## src/include/sram_ctrl_cfg.svh

```systemverilog
`ifndef SRAM_CTRL_CFG_SVH
`define SRAM_CTRL_CFG_SVH

// ------------------------------------------------------------
// Clock
// ------------------------------------------------------------
`define CLK_PERIOD_NS        10

// ------------------------------------------------------------
// Pin timing, slow grade (worst case of the two grades)
// ------------------------------------------------------------
`define MIN_CYCLE_TIME_NS    35
`define ADDR_TO_END_NS       30
`define STROBE_WIDTH_NS      30
`define ACCESS_TIME_NS       35
`define SELECT_OFF_FLOAT_NS  15
`define STROBE_LOW_FLOAT_NS  15

// Least times round up, at least one cycle
`define CYC_UP(ns) ((((ns) + `CLK_PERIOD_NS - 1) / `CLK_PERIOD_NS) < 1 ? \
  1 : (((ns) + `CLK_PERIOD_NS - 1) / `CLK_PERIOD_NS))

`define CYCLE_CYC            `CYC_UP(`MIN_CYCLE_TIME_NS)
`define STROBE_CYC           `CYC_UP(`STROBE_WIDTH_NS)
`define ADDR_END_CYC         `CYC_UP(`ADDR_TO_END_NS)
`define ACCESS_CYC           `CYC_UP(`ACCESS_TIME_NS)
`define FLOAT_CYC            `CYC_UP(`SELECT_OFF_FLOAT_NS)
`define STROBE_FLOAT_CYC     `CYC_UP(`STROBE_LOW_FLOAT_NS)

// ------------------------------------------------------------
// Organisation
// ------------------------------------------------------------
`define WORD_COUNT           4096
`define ADDR_BITS            12
`define DATA_BITS            4

`endif

```

## src/include/sram_ctrl_pkg.sv

```systemverilog
package sram_ctrl_pkg;

  typedef enum logic [2:0] {
    ST_IDLE,
    ST_READ,
    ST_WR_FLOAT,
    ST_WR_STROBE,
    ST_WR_TAIL,
    ST_TURN
  } ctrl_state_t;

endpackage

```

## src/logic/sram_ctrl.sv

```systemverilog
`timescale 1ns/1ns
`include "sram_ctrl_cfg.svh"

// Notes on behaviour
// - Write strobe stays high throughout every read cycle.
// - Write happens only while select and strobe are both low.
// - Read cycle lasts at least the minimum cycle time.
// - Write cycle lasts at least the minimum cycle time.
// - Index stays stable long enough before the write ends.
// - Select stays low long enough before a select-ended write ends.

module sram_ctrl #(
  parameter int ADDR_W = `ADDR_BITS,
  parameter int DATA_W = `DATA_BITS
) (
  // Clock, reset, enable
  input  wire logic              core_clk_i,
  input  wire logic              rstn_i,
  input  wire logic              ce_i,
  // User request
  input  wire logic              req_valid_i,
  input  wire logic              req_write_i,
  input  wire logic [ADDR_W-1:0] req_addr_i,
  input  wire logic [DATA_W-1:0] req_wdata_i,
  output logic                   req_ready_o,
  output logic                   rd_valid_o,
  output logic      [DATA_W-1:0] rd_data_o,
  // Memory pins
  output logic      [ADDR_W-1:0] word_index_o,
  output logic                   select_n_o,
  output logic                   write_n_o,
  input  wire logic [DATA_W-1:0] shared_data_pins_i,
  output logic      [DATA_W-1:0] shared_data_pins_o,
  output logic                   shared_data_pins_oe_n_o
);

  localparam int CYCLE_CYC  = `CYCLE_CYC;
  localparam int STROBE_CYC = `STROBE_CYC;
  localparam int ADDR_CYC   = `ADDR_END_CYC;
  localparam int ACCESS_CYC = `ACCESS_CYC;
  localparam int FLOAT_CYC  = `FLOAT_CYC;
  localparam int SFLT_CYC   = `STROBE_FLOAT_CYC;
  // A pin value reaches the sync output three edges after it is
  // sampled and is captured one edge later: wait access plus four
  localparam int SYNC_LAT   = 2;
  localparam int RD_WAIT    = ACCESS_CYC + SYNC_LAT + 2;
  localparam int CNT_W      = 4;

  initial begin
    if (ADDR_W != `ADDR_BITS || DATA_W != `DATA_BITS) begin
      $error("sram_ctrl: widths must match the memory organisation");
    end
    if (RD_WAIT >= (1 << CNT_W) || CYCLE_CYC >= (1 << CNT_W)) begin
      $error("sram_ctrl: timing counts exceed counter width");
    end
  end

  // ----------------------------------------------------------
  // Returns the wait count, as counter width, for a phase
  // ----------------------------------------------------------
  function automatic logic [CNT_W-1:0] cnt_of(input int n);
    cnt_of = CNT_W'(n - 1);
  endfunction

  sram_ctrl_pkg::ctrl_state_t state_r;
  logic [CNT_W-1:0]           cnt_r;
  logic [DATA_W-1:0]          pins_sync;

  pin_sync #(
    .WIDTH (DATA_W)
  ) u_sync (
    .core_clk_i (core_clk_i),
    .rstn_i     (rstn_i),
    .ce_i       (ce_i),
    .async_i    (shared_data_pins_i),
    .sync_o     (pins_sync)
  );

  wire logic cnt_done = (cnt_r == '0);

  // ----------------------------------------------------------
  // Sequencer
  // ----------------------------------------------------------
  always_ff @(posedge core_clk_i) begin
    if (!rstn_i) begin
      state_r <= sram_ctrl_pkg::ST_IDLE;
      cnt_r   <= '0;
    end else if (ce_i) begin
      case (state_r)
        sram_ctrl_pkg::ST_IDLE: begin
          if (req_valid_i && req_write_i) begin
            state_r <= sram_ctrl_pkg::ST_WR_FLOAT;
            cnt_r   <= cnt_of(SFLT_CYC);
          end else if (req_valid_i) begin
            state_r <= sram_ctrl_pkg::ST_READ;
            cnt_r   <= cnt_of(RD_WAIT);
          end
        end
        sram_ctrl_pkg::ST_READ: begin
          if (cnt_done) begin
            state_r <= sram_ctrl_pkg::ST_TURN;
            cnt_r   <= cnt_of(FLOAT_CYC);
          end else begin
            cnt_r <= cnt_r - 1'b1;
          end
        end
        sram_ctrl_pkg::ST_WR_FLOAT: begin
          if (cnt_done) begin
            state_r <= sram_ctrl_pkg::ST_WR_STROBE;
            cnt_r   <= cnt_of(STROBE_CYC > ADDR_CYC ?
                              STROBE_CYC : ADDR_CYC);
          end else begin
            cnt_r <= cnt_r - 1'b1;
          end
        end
        sram_ctrl_pkg::ST_WR_STROBE: begin
          if (cnt_done) begin
            state_r <= sram_ctrl_pkg::ST_WR_TAIL;
            cnt_r   <= '0;
          end else begin
            cnt_r <= cnt_r - 1'b1;
          end
        end
        sram_ctrl_pkg::ST_WR_TAIL: begin
          // Select and strobe rise together, so memory stays floated
          state_r <= sram_ctrl_pkg::ST_TURN;
          cnt_r   <= cnt_of(FLOAT_CYC);
        end
        sram_ctrl_pkg::ST_TURN: begin
          if (cnt_done) begin
            state_r <= sram_ctrl_pkg::ST_IDLE;
          end else begin
            cnt_r <= cnt_r - 1'b1;
          end
        end
        default: begin
          state_r <= sram_ctrl_pkg::ST_IDLE;
          cnt_r   <= '0;
        end
      endcase
    end
  end

  // ----------------------------------------------------------
  // Memory pins
  // ----------------------------------------------------------
  always_ff @(posedge core_clk_i) begin
    if (!rstn_i) begin
      word_index_o            <= '0;
      select_n_o              <= 1'b1;
      write_n_o               <= 1'b1;
      shared_data_pins_o      <= '0;
      shared_data_pins_oe_n_o <= 1'b1;
    end else if (ce_i) begin
      case (state_r)
        sram_ctrl_pkg::ST_IDLE: begin
          if (req_valid_i) begin
            // Index held from here to the end of the cycle
            word_index_o <= req_addr_i;
            select_n_o   <= 1'b0;
            // Strobe falls with select on a write: memory never drives
            write_n_o    <= !req_write_i;
            shared_data_pins_o <= req_wdata_i;
          end
        end
        sram_ctrl_pkg::ST_WR_FLOAT: begin
          if (cnt_done) begin
            shared_data_pins_oe_n_o <= 1'b0;
          end
        end
        sram_ctrl_pkg::ST_WR_STROBE: begin
          if (cnt_done) begin
            // End write while data still driven, keeps hold time
            select_n_o <= 1'b1;
            write_n_o  <= 1'b1;
          end
        end
        sram_ctrl_pkg::ST_WR_TAIL: begin
          shared_data_pins_oe_n_o <= 1'b1;
        end
        sram_ctrl_pkg::ST_READ: begin
          if (cnt_done) begin
            select_n_o <= 1'b1;
          end
        end
        default: begin
          select_n_o              <= 1'b1;
          write_n_o               <= 1'b1;
          shared_data_pins_oe_n_o <= 1'b1;
        end
      endcase
    end
  end

  // ----------------------------------------------------------
  // User side answers
  // ----------------------------------------------------------
  always_ff @(posedge core_clk_i) begin
    if (!rstn_i) begin
      req_ready_o <= 1'b1;
      rd_valid_o  <= 1'b0;
      rd_data_o   <= '0;
    end else if (ce_i) begin
      rd_valid_o <= 1'b0;
      if (state_r == sram_ctrl_pkg::ST_IDLE && req_valid_i) begin
        req_ready_o <= 1'b0;
      end else if (state_r == sram_ctrl_pkg::ST_TURN && cnt_done) begin
        req_ready_o <= 1'b1;
      end
      if (state_r == sram_ctrl_pkg::ST_READ && cnt_done) begin
        rd_valid_o <= 1'b1;
        rd_data_o  <= pins_sync;
      end
    end
  end

endmodule // sram_ctrl

```

## src/logic/pin_sync.sv

```systemverilog
`timescale 1ns/1ns

module pin_sync #(
  parameter int WIDTH = 4
) (
  // Clock and control
  input  wire logic             core_clk_i,
  input  wire logic             rstn_i,
  input  wire logic             ce_i,
  // Data
  input  wire logic [WIDTH-1:0] async_i,
  output logic      [WIDTH-1:0] sync_o
);

  initial begin
    if (WIDTH < 1) begin
      $error("pin_sync: WIDTH must be at least 1");
    end
  end

  logic [WIDTH-1:0] s1_r;
  logic [WIDTH-1:0] s2_r;
  logic [WIDTH-1:0] s3_r;

  // ----------------------------------------------------------
  // Three stages; a change counts once stages two and three agree
  // ----------------------------------------------------------
  always_ff @(posedge core_clk_i) begin
    if (!rstn_i) begin
      s1_r   <= '0;
      s2_r   <= '0;
      s3_r   <= '0;
      sync_o <= '0;
    end else if (ce_i) begin
      s1_r <= async_i;
      s2_r <= s1_r;
      s3_r <= s2_r;
      for (int i = 0; i < WIDTH; i++) begin
        if (s2_r[i] == s3_r[i]) begin
          sync_o[i] <= s3_r[i];
        end
      end
    end
  end

endmodule // pin_sync

```

## config.mk

```make
export PLATFORM = sky130hd
export DESIGN_NAME = sram_ctrl
export DESIGN_NICKNAME = d
export VERILOG_FILES = /design/src/include/sram_ctrl_pkg.sv /design/src/logic/sram_ctrl.sv /design/src/logic/pin_sync.sv
export VERILOG_INCLUDE_DIRS = /design/src /design/src/include
export SDC_FILE = /design/constraint.sdc
export NUM_CORES = 1
export LEC_CHECK = 0
export ABC_AREA = 1
export BUFFER_PORTS_ARGS = -buffer_cell sky130_fd_sc_hd__buf_4
export CELL_PAD_IN_SITES_DETAIL_PLACEMENT = 1
export CELL_PAD_IN_SITES_GLOBAL_PLACEMENT = 2
export CORE_AREA = 2 2 86 88
export CTS_BUF_LIST = sky130_fd_sc_hd__clkbuf_8
export DETAILED_ROUTE_END_ITERATION = 16
export DIE_AREA = 0 0 88 90
export GPL_ROUTABILITY_DRIVEN = 0
export MAX_ROUTING_LAYER = met4
export PLACE_DENSITY = 0.79
export SLEW_MARGIN = 20
export SYNTH_ARGS = -nofsm -noshare
export SYNTH_HDL_FRONTEND = slang
export SYNTH_SLANG_ARGS = --single-unit
```

## constraint.sdc

```tcl
create_clock -name core_clk_i -period 1.8 [get_ports core_clk_i]
set_input_delay 0 -clock core_clk_i [delete_from_list [all_inputs] [get_ports core_clk_i]]
set_output_delay 0 -clock core_clk_i [all_outputs]
set_load 0.1 [all_outputs]
```

Word-level counts from Yosys, hierarchy flattened
Index checks and enable logic that the tools add are counted.
Word-level totals
  register bits: 48
  bits of input ports: 25
  logic and storage cells: 86
Operators by class
  add/sub/neg operators: 1
  equal/unequal tests: 17
  multiplexer cells: 24
  bitwise operators: 3
  reductions and logical operators: 24
Operators with widths (count)
  2-to-1 mux 4 bit: 6
  case mux 4 bit (6 select lines): 1
  2-to-1 mux 3 bit: 6
  case mux 3 bit (6 select lines): 1
  != test 2 bit (second input constant): 6
  AND reduction 2 bit: 6
  AND reduction 3 bit: 3
  AND reduction 4 bit: 2
  2-to-1 mux 1 bit: 7
  equality test 3 x 2 -> 1 bit (second input constant): 2
  equality test 3 bit (second input constant): 2
  case mux 1 bit (3 select lines): 2
  AND reduction 6 bit: 1
  OR reduction 3 bit: 2
  equality test 1 bit: 4
  logical AND 1 bit: 4
  zero test 4 bit: 1
  OR reduction 2 bit: 2
  subtractor 4 x 1 -> 4 bit (second input constant): 1
  equality test 3 x 1 -> 1 bit (second input constant): 1
  zero test 3 bit: 1
  != test 3 bit (second input constant): 1
  NOT 1 bit: 3
  != test 2 x 1 -> 1 bit (second input constant): 1
  3 further kinds: 3

Depth between registers and ports, before layout
  depth in word-level cells: 4
  mapped depth: 10
  depth with buffers taken out: 9

Modules after synthesis
A second synthesis with hierarchy kept.
Second synthesis, totals
  cells, all modules: 285
  area, all modules: 2138.3 um2
By module, submodules not included
  sram_ctrl: times used 1, cells each 207, area each 1503.9 um2
  pin_sync: times used 1, cells each 78, area each 634.4 um2

Worst setup path after synthesis
No wires, ideal clock.
  kind: reg-to-reg
  start: register, netlist name rd_data_o[0]
  end: register rd_data_o[0]
  data arrival time: 1.218 ns
  required time: 1.733 ns
  slack: 0.515 ns
  stages on the path, launching flop included: 3
  path buffers: 0
  cells stage by stage: dfxtp_1 o21ai_0 nor2_1
RTL lines
  end signal, assigned: line sram_ctrl.sv:212  | rd_data_o <= pins_sync;
  end, declared: line sram_ctrl.sv:27  | output logic [DATA_W-1:0] rd_data_o,

Worst setup path in the final report
  start: register state_r[0]
  end: register rd_data_o[1]
Between the ends
  cells in the longest elaborated chain, start to end: 3
Ends and longest elaborated chain
  start, declared: line sram_ctrl.sv:65  | sram_ctrl_pkg::ctrl_state_t state_r;
  start signal, assigned: line sram_ctrl.sv:86  | state_r <= sram_ctrl_pkg::ST_IDLE;
  start signal, assigned: line sram_ctrl.sv:92  | state_r <= sram_ctrl_pkg::ST_WR_FLOAT;
  start signal, assigned: line sram_ctrl.sv:95  | state_r <= sram_ctrl_pkg::ST_READ;
  equality test 3 x 1 -> 1 bit: line sram_ctrl.sv:210  | if (state_r == sram_ctrl_pkg::ST_READ && cnt_done) begin
  logical AND 1 bit: line sram_ctrl.sv:210
  AND reduction 2 bit (no source line)
Every way passes these cells.
A chain may end at the register's enable or synchronous reset.

==> metrics.yaml <==
power_and_ir_drop:
  total_power_mw: 2.956
  switching_power_mw: 1.074
  p_comb_frac: 0.310
  p_clk_frac: 0.283
  seqPwrFrac: 0.407
  power.density_nw_per_um2: 1059
  vdd_drop_max_v: 0.0004353
  p_leak_nw: 1.217
  power.share.switching: 0.3632
  power.internal_mw: 1.883
layout:
  stdcell_area_um2: 2793
  stdcell_count: 441
  drive_above_1_share: 0.2368
  fin_nets: 368
  antennaDiodeCount: 0
  multi_input_area_um2: 888.4
  area_delta_synth_final_pct: 37.19
  nFillCells: 871
  regArea_um2: 960.9
worst_setup_path:
  crit_type: "register to register"
  crit_arrival_ns: 1.69
  cp_common_cell: "nor2_1"
  end_kind: "register"
  r2r_slack_ns: 0.30
  path_max_fanout: 8
  worstReg2RegStart: "state_r[0]$_SDFFE_PN0P_"
  critPathBufInv: 1
  crit_path_top_delay_cell: "dfxtp_1"
  r2r_end: "rd_data_o[1]$_SDFFE_PN0P_"
  max_stage_delay_ns: 0.48
  crit_path_start_kind: "register"
  required_ns: 2.00
  critPathTopFamily: "simple AND/OR/NAND/NOR gates"
  crit_chain: "nand2_1 -> nor2_1 -> nand2_1 -> nor2_2 -> inv_2 -> nor2_1 -> nor2_1"
  ff2ff_path_depth: 7
synth:
  ys_types: 21
  ys_seq_elements: 48
  avgSynthCellArea_um2: 7.323
  synth_warnings: 0
  synth-seq-area-share: 0.4720
  synthCells: 278
  synthesis.nets: 305
  syn_area_um2: 2036
timing:
  worst_pin_slew_ns: 0.4002
  setup_viol: 0
  maxSlewHeadroom: 0.7329
  fin_ws_ns: 0.3030
  tns_ns: 0
  finClkSkew_ns: 0.006378
  fmax_ghz: 0.6680
  hold_viol_final: 0
  drv_slew: 0
  post-route-min-period_ns: 1.497
  grt_setup_unrepaired: "no"
  min_period_over_period: 0.8317
cts:
  cts.sinks: 48
  clk_latency_ns: 0.29
  cts_setup_buffers: 0
  cts_tree: "done"
  clockBufferDepth: 2
  root_buffer: "clkbuf_8"
  htree_num_levels: 2
  numCtsBuffers: 5
  clkTransAtPathRegs_ns: 0.09
global_routing:
  grt_max_degree: 39
  track_usage: 0.1452
  grt_pass1_wl_um: 9087
  antenna_found_initial: 0
  globalRoute.totalOverflow: 0
  grt_pass1_vias: 1934
drt:
  via_per_inst: 4.395
  vias: 1938
  drc_errors: 0
  first_pass_iters: 4
  wl_per_cell_um: 12.12
  ant_nets: 0
  first_iter_violations: 53
  routed_wl_um: 5343
worst_hold_path:
  hp-class: "primary input to register"
  holdPathStages: 3
  worstHoldEndpoint: "word_index_o[10]$_SDFFE_PN0P_"
  worstHoldStart: "req_addr_i[10]"
placed_design:
  place_hpwl_um: 3673
  dp_slack_ns: 0.09332
  placed_cells: 414
  placed_area_um2: 2469
  io_buffers: 49
floorplan:
  start_util: 0.2900
  num_rows: 31
  ioPinCount: 50
  dieHeight_um: 90
  die_w_um: 88
  dieArea_um2: 7920
  coreArea_um2: 7020
job:
  max_cap_viol_count: 0
run_status:
  outcome: "finished clean"
==> cell usage in the layout (no fill, tap or decap), drive strengths merged, types with 7 or more instances in the layout <==
cell type,Yosys,routed
buf,7,50
dlygate4sd3,0,19
nor2,34,34
o21ai,41,41
nand2,55,55
nand3,14,14
dfxtp,48,48
clkbuf,6,7
inv,34,34
a21oi,31,31
==> power groups by stage <==
| stage | sequential, mW | combinational [mW] | clock, mW |
|---|---|---|---|
| global route | 1.21 | 1.00 | 0.918 |
| global placement | 1.23 | 0.881 | 0 |
| finish | 1.20 | 0.918 | 0.835 |
| CTS | 1.20 | 0.920 | 0.869 |
| detailed placement | 1.23 | 0.885 | 0 |
| floorplan | 1.59 | 0.323 | 0 |
==> layout make-up <==
| type | instances | share of cell area |
|---|---|---|
| clock inverters | 1 | 0.01075 |
| inverters | 34 | 0.04570 |
| well taps | 99 | 0.04435 |
| clock buffers | 7 | 0.03450 |
| multi-input cells | 183 | 0.3181 |
| repair buffers | 69 | 0.2025 |
| flip-flops and latches | 48 | 0.3441 |
==> worst reg2reg max path, delay by kind of cell (launching register included) <==
kind / cells / cell delay (ns)
buffers and inverters: 1 / 0.09
flip-flops: 1 / 0.48
AND/OR/NAND/NOR: 6 / 0.83
==> worst max-delay path by stage <==
| stage | startpoint | endpoint | cells after the start |
|---|---|---|---|
| floorplan | rd_data_o[0]$_SDFFE_PN0P_ | rd_data_o[0]$_SDFFE_PN0P_ | 2 |
| CTS | state_r[0]$_SDFFE_PN0P_ | word_index_o[10]$_SDFFE_PN0P_ | 6 |
| finish | state_r[0]$_SDFFE_PN0P_ | rd_data_o[1]$_SDFFE_PN0P_ | 7 |
| detailed placement | state_r[0]$_SDFFE_PN0P_ | word_index_o[10]$_SDFFE_PN0P_ | 6 |
| global placement | state_r[0]$_SDFFE_PN0P_ | word_index_o[10]$_SDFFE_PN0P_ | 6 |
| global route | state_r[0]$_SDFFE_PN0P_ | rd_data_o[2]$_SDFFE_PN0P_ | 7 |
==> registers in the layout, indices dropped and copies added, names as in the netlist, 3 cells and up <==
name                cells
cnt_r                   4
rd_data_o               4
u_sync.sync_o           4
state_r                 3
shared_data_pins_o      4
word_index_o           12
u_sync.s1_r             4
u_sync.s3_r             4
u_sync.s2_r             4
==> Yosys cell counts, drive strengths merged <==
cell / count / area [um^2]
a21oi: 31 / 155.2
buf: 7 / 43.79
clkbuf: 6 / 22.52
dfxtp: 48 / 960.9
ha: 2 / 25.02
inv: 34 / 127.6
nand2: 55 / 226.5
nand3: 14 / 80.08
nand4: 2 / 12.51
nor2: 34 / 150.1
nor3: 2 / 10.01
o211ai: 1 / 7.510
o21ai: 41 / 205.2
xnor2: 1 / 8.760
==> timing repair <==
item | in CTS | in global routing
gates resized for setup | 0 | 1
setup endpoints to repair | 0 | 16
endpoints found under the hold margin | 19 | 0
hold buffers | 19 | 0
==> routing by layer <==
layer	wire length [um]	global-route usage
met1	2684	0.1976
met2	2445	0.2241
met3	214	0.02755
met4	0	0.03077
met5	0	-
==> metrics by stage <==
| stage | hold WS [ns] | util |
|---|---|---|
| floorplan | 0.1349 | - |
| global placement | 0.2197 | 0.3516 |
| detailed placement | 0.2302 | 0.3516 |
| CTS | 0.007802 | 0.3967 |
| global route | 0.03060 | 0.3978 |
| finish | 0.02288 | 0.3978 |
==> cells by family (layout without fill, tap and decap cells) <==
family / Yosys count / in the layout / synth area share
simple gates: 107 / 107 / 0.2354
compound gates: 73 / 73 / 0.1807
flops: 48 / 48 / 0.4720
buf+inv: 47 / 111 / 0.09526
fa+ha+maj: 2 / 2 / 0.01229
xor+xnor: 1 / 1 / 0.004303
No activity file was read; power rests on OpenSTA's default activity.
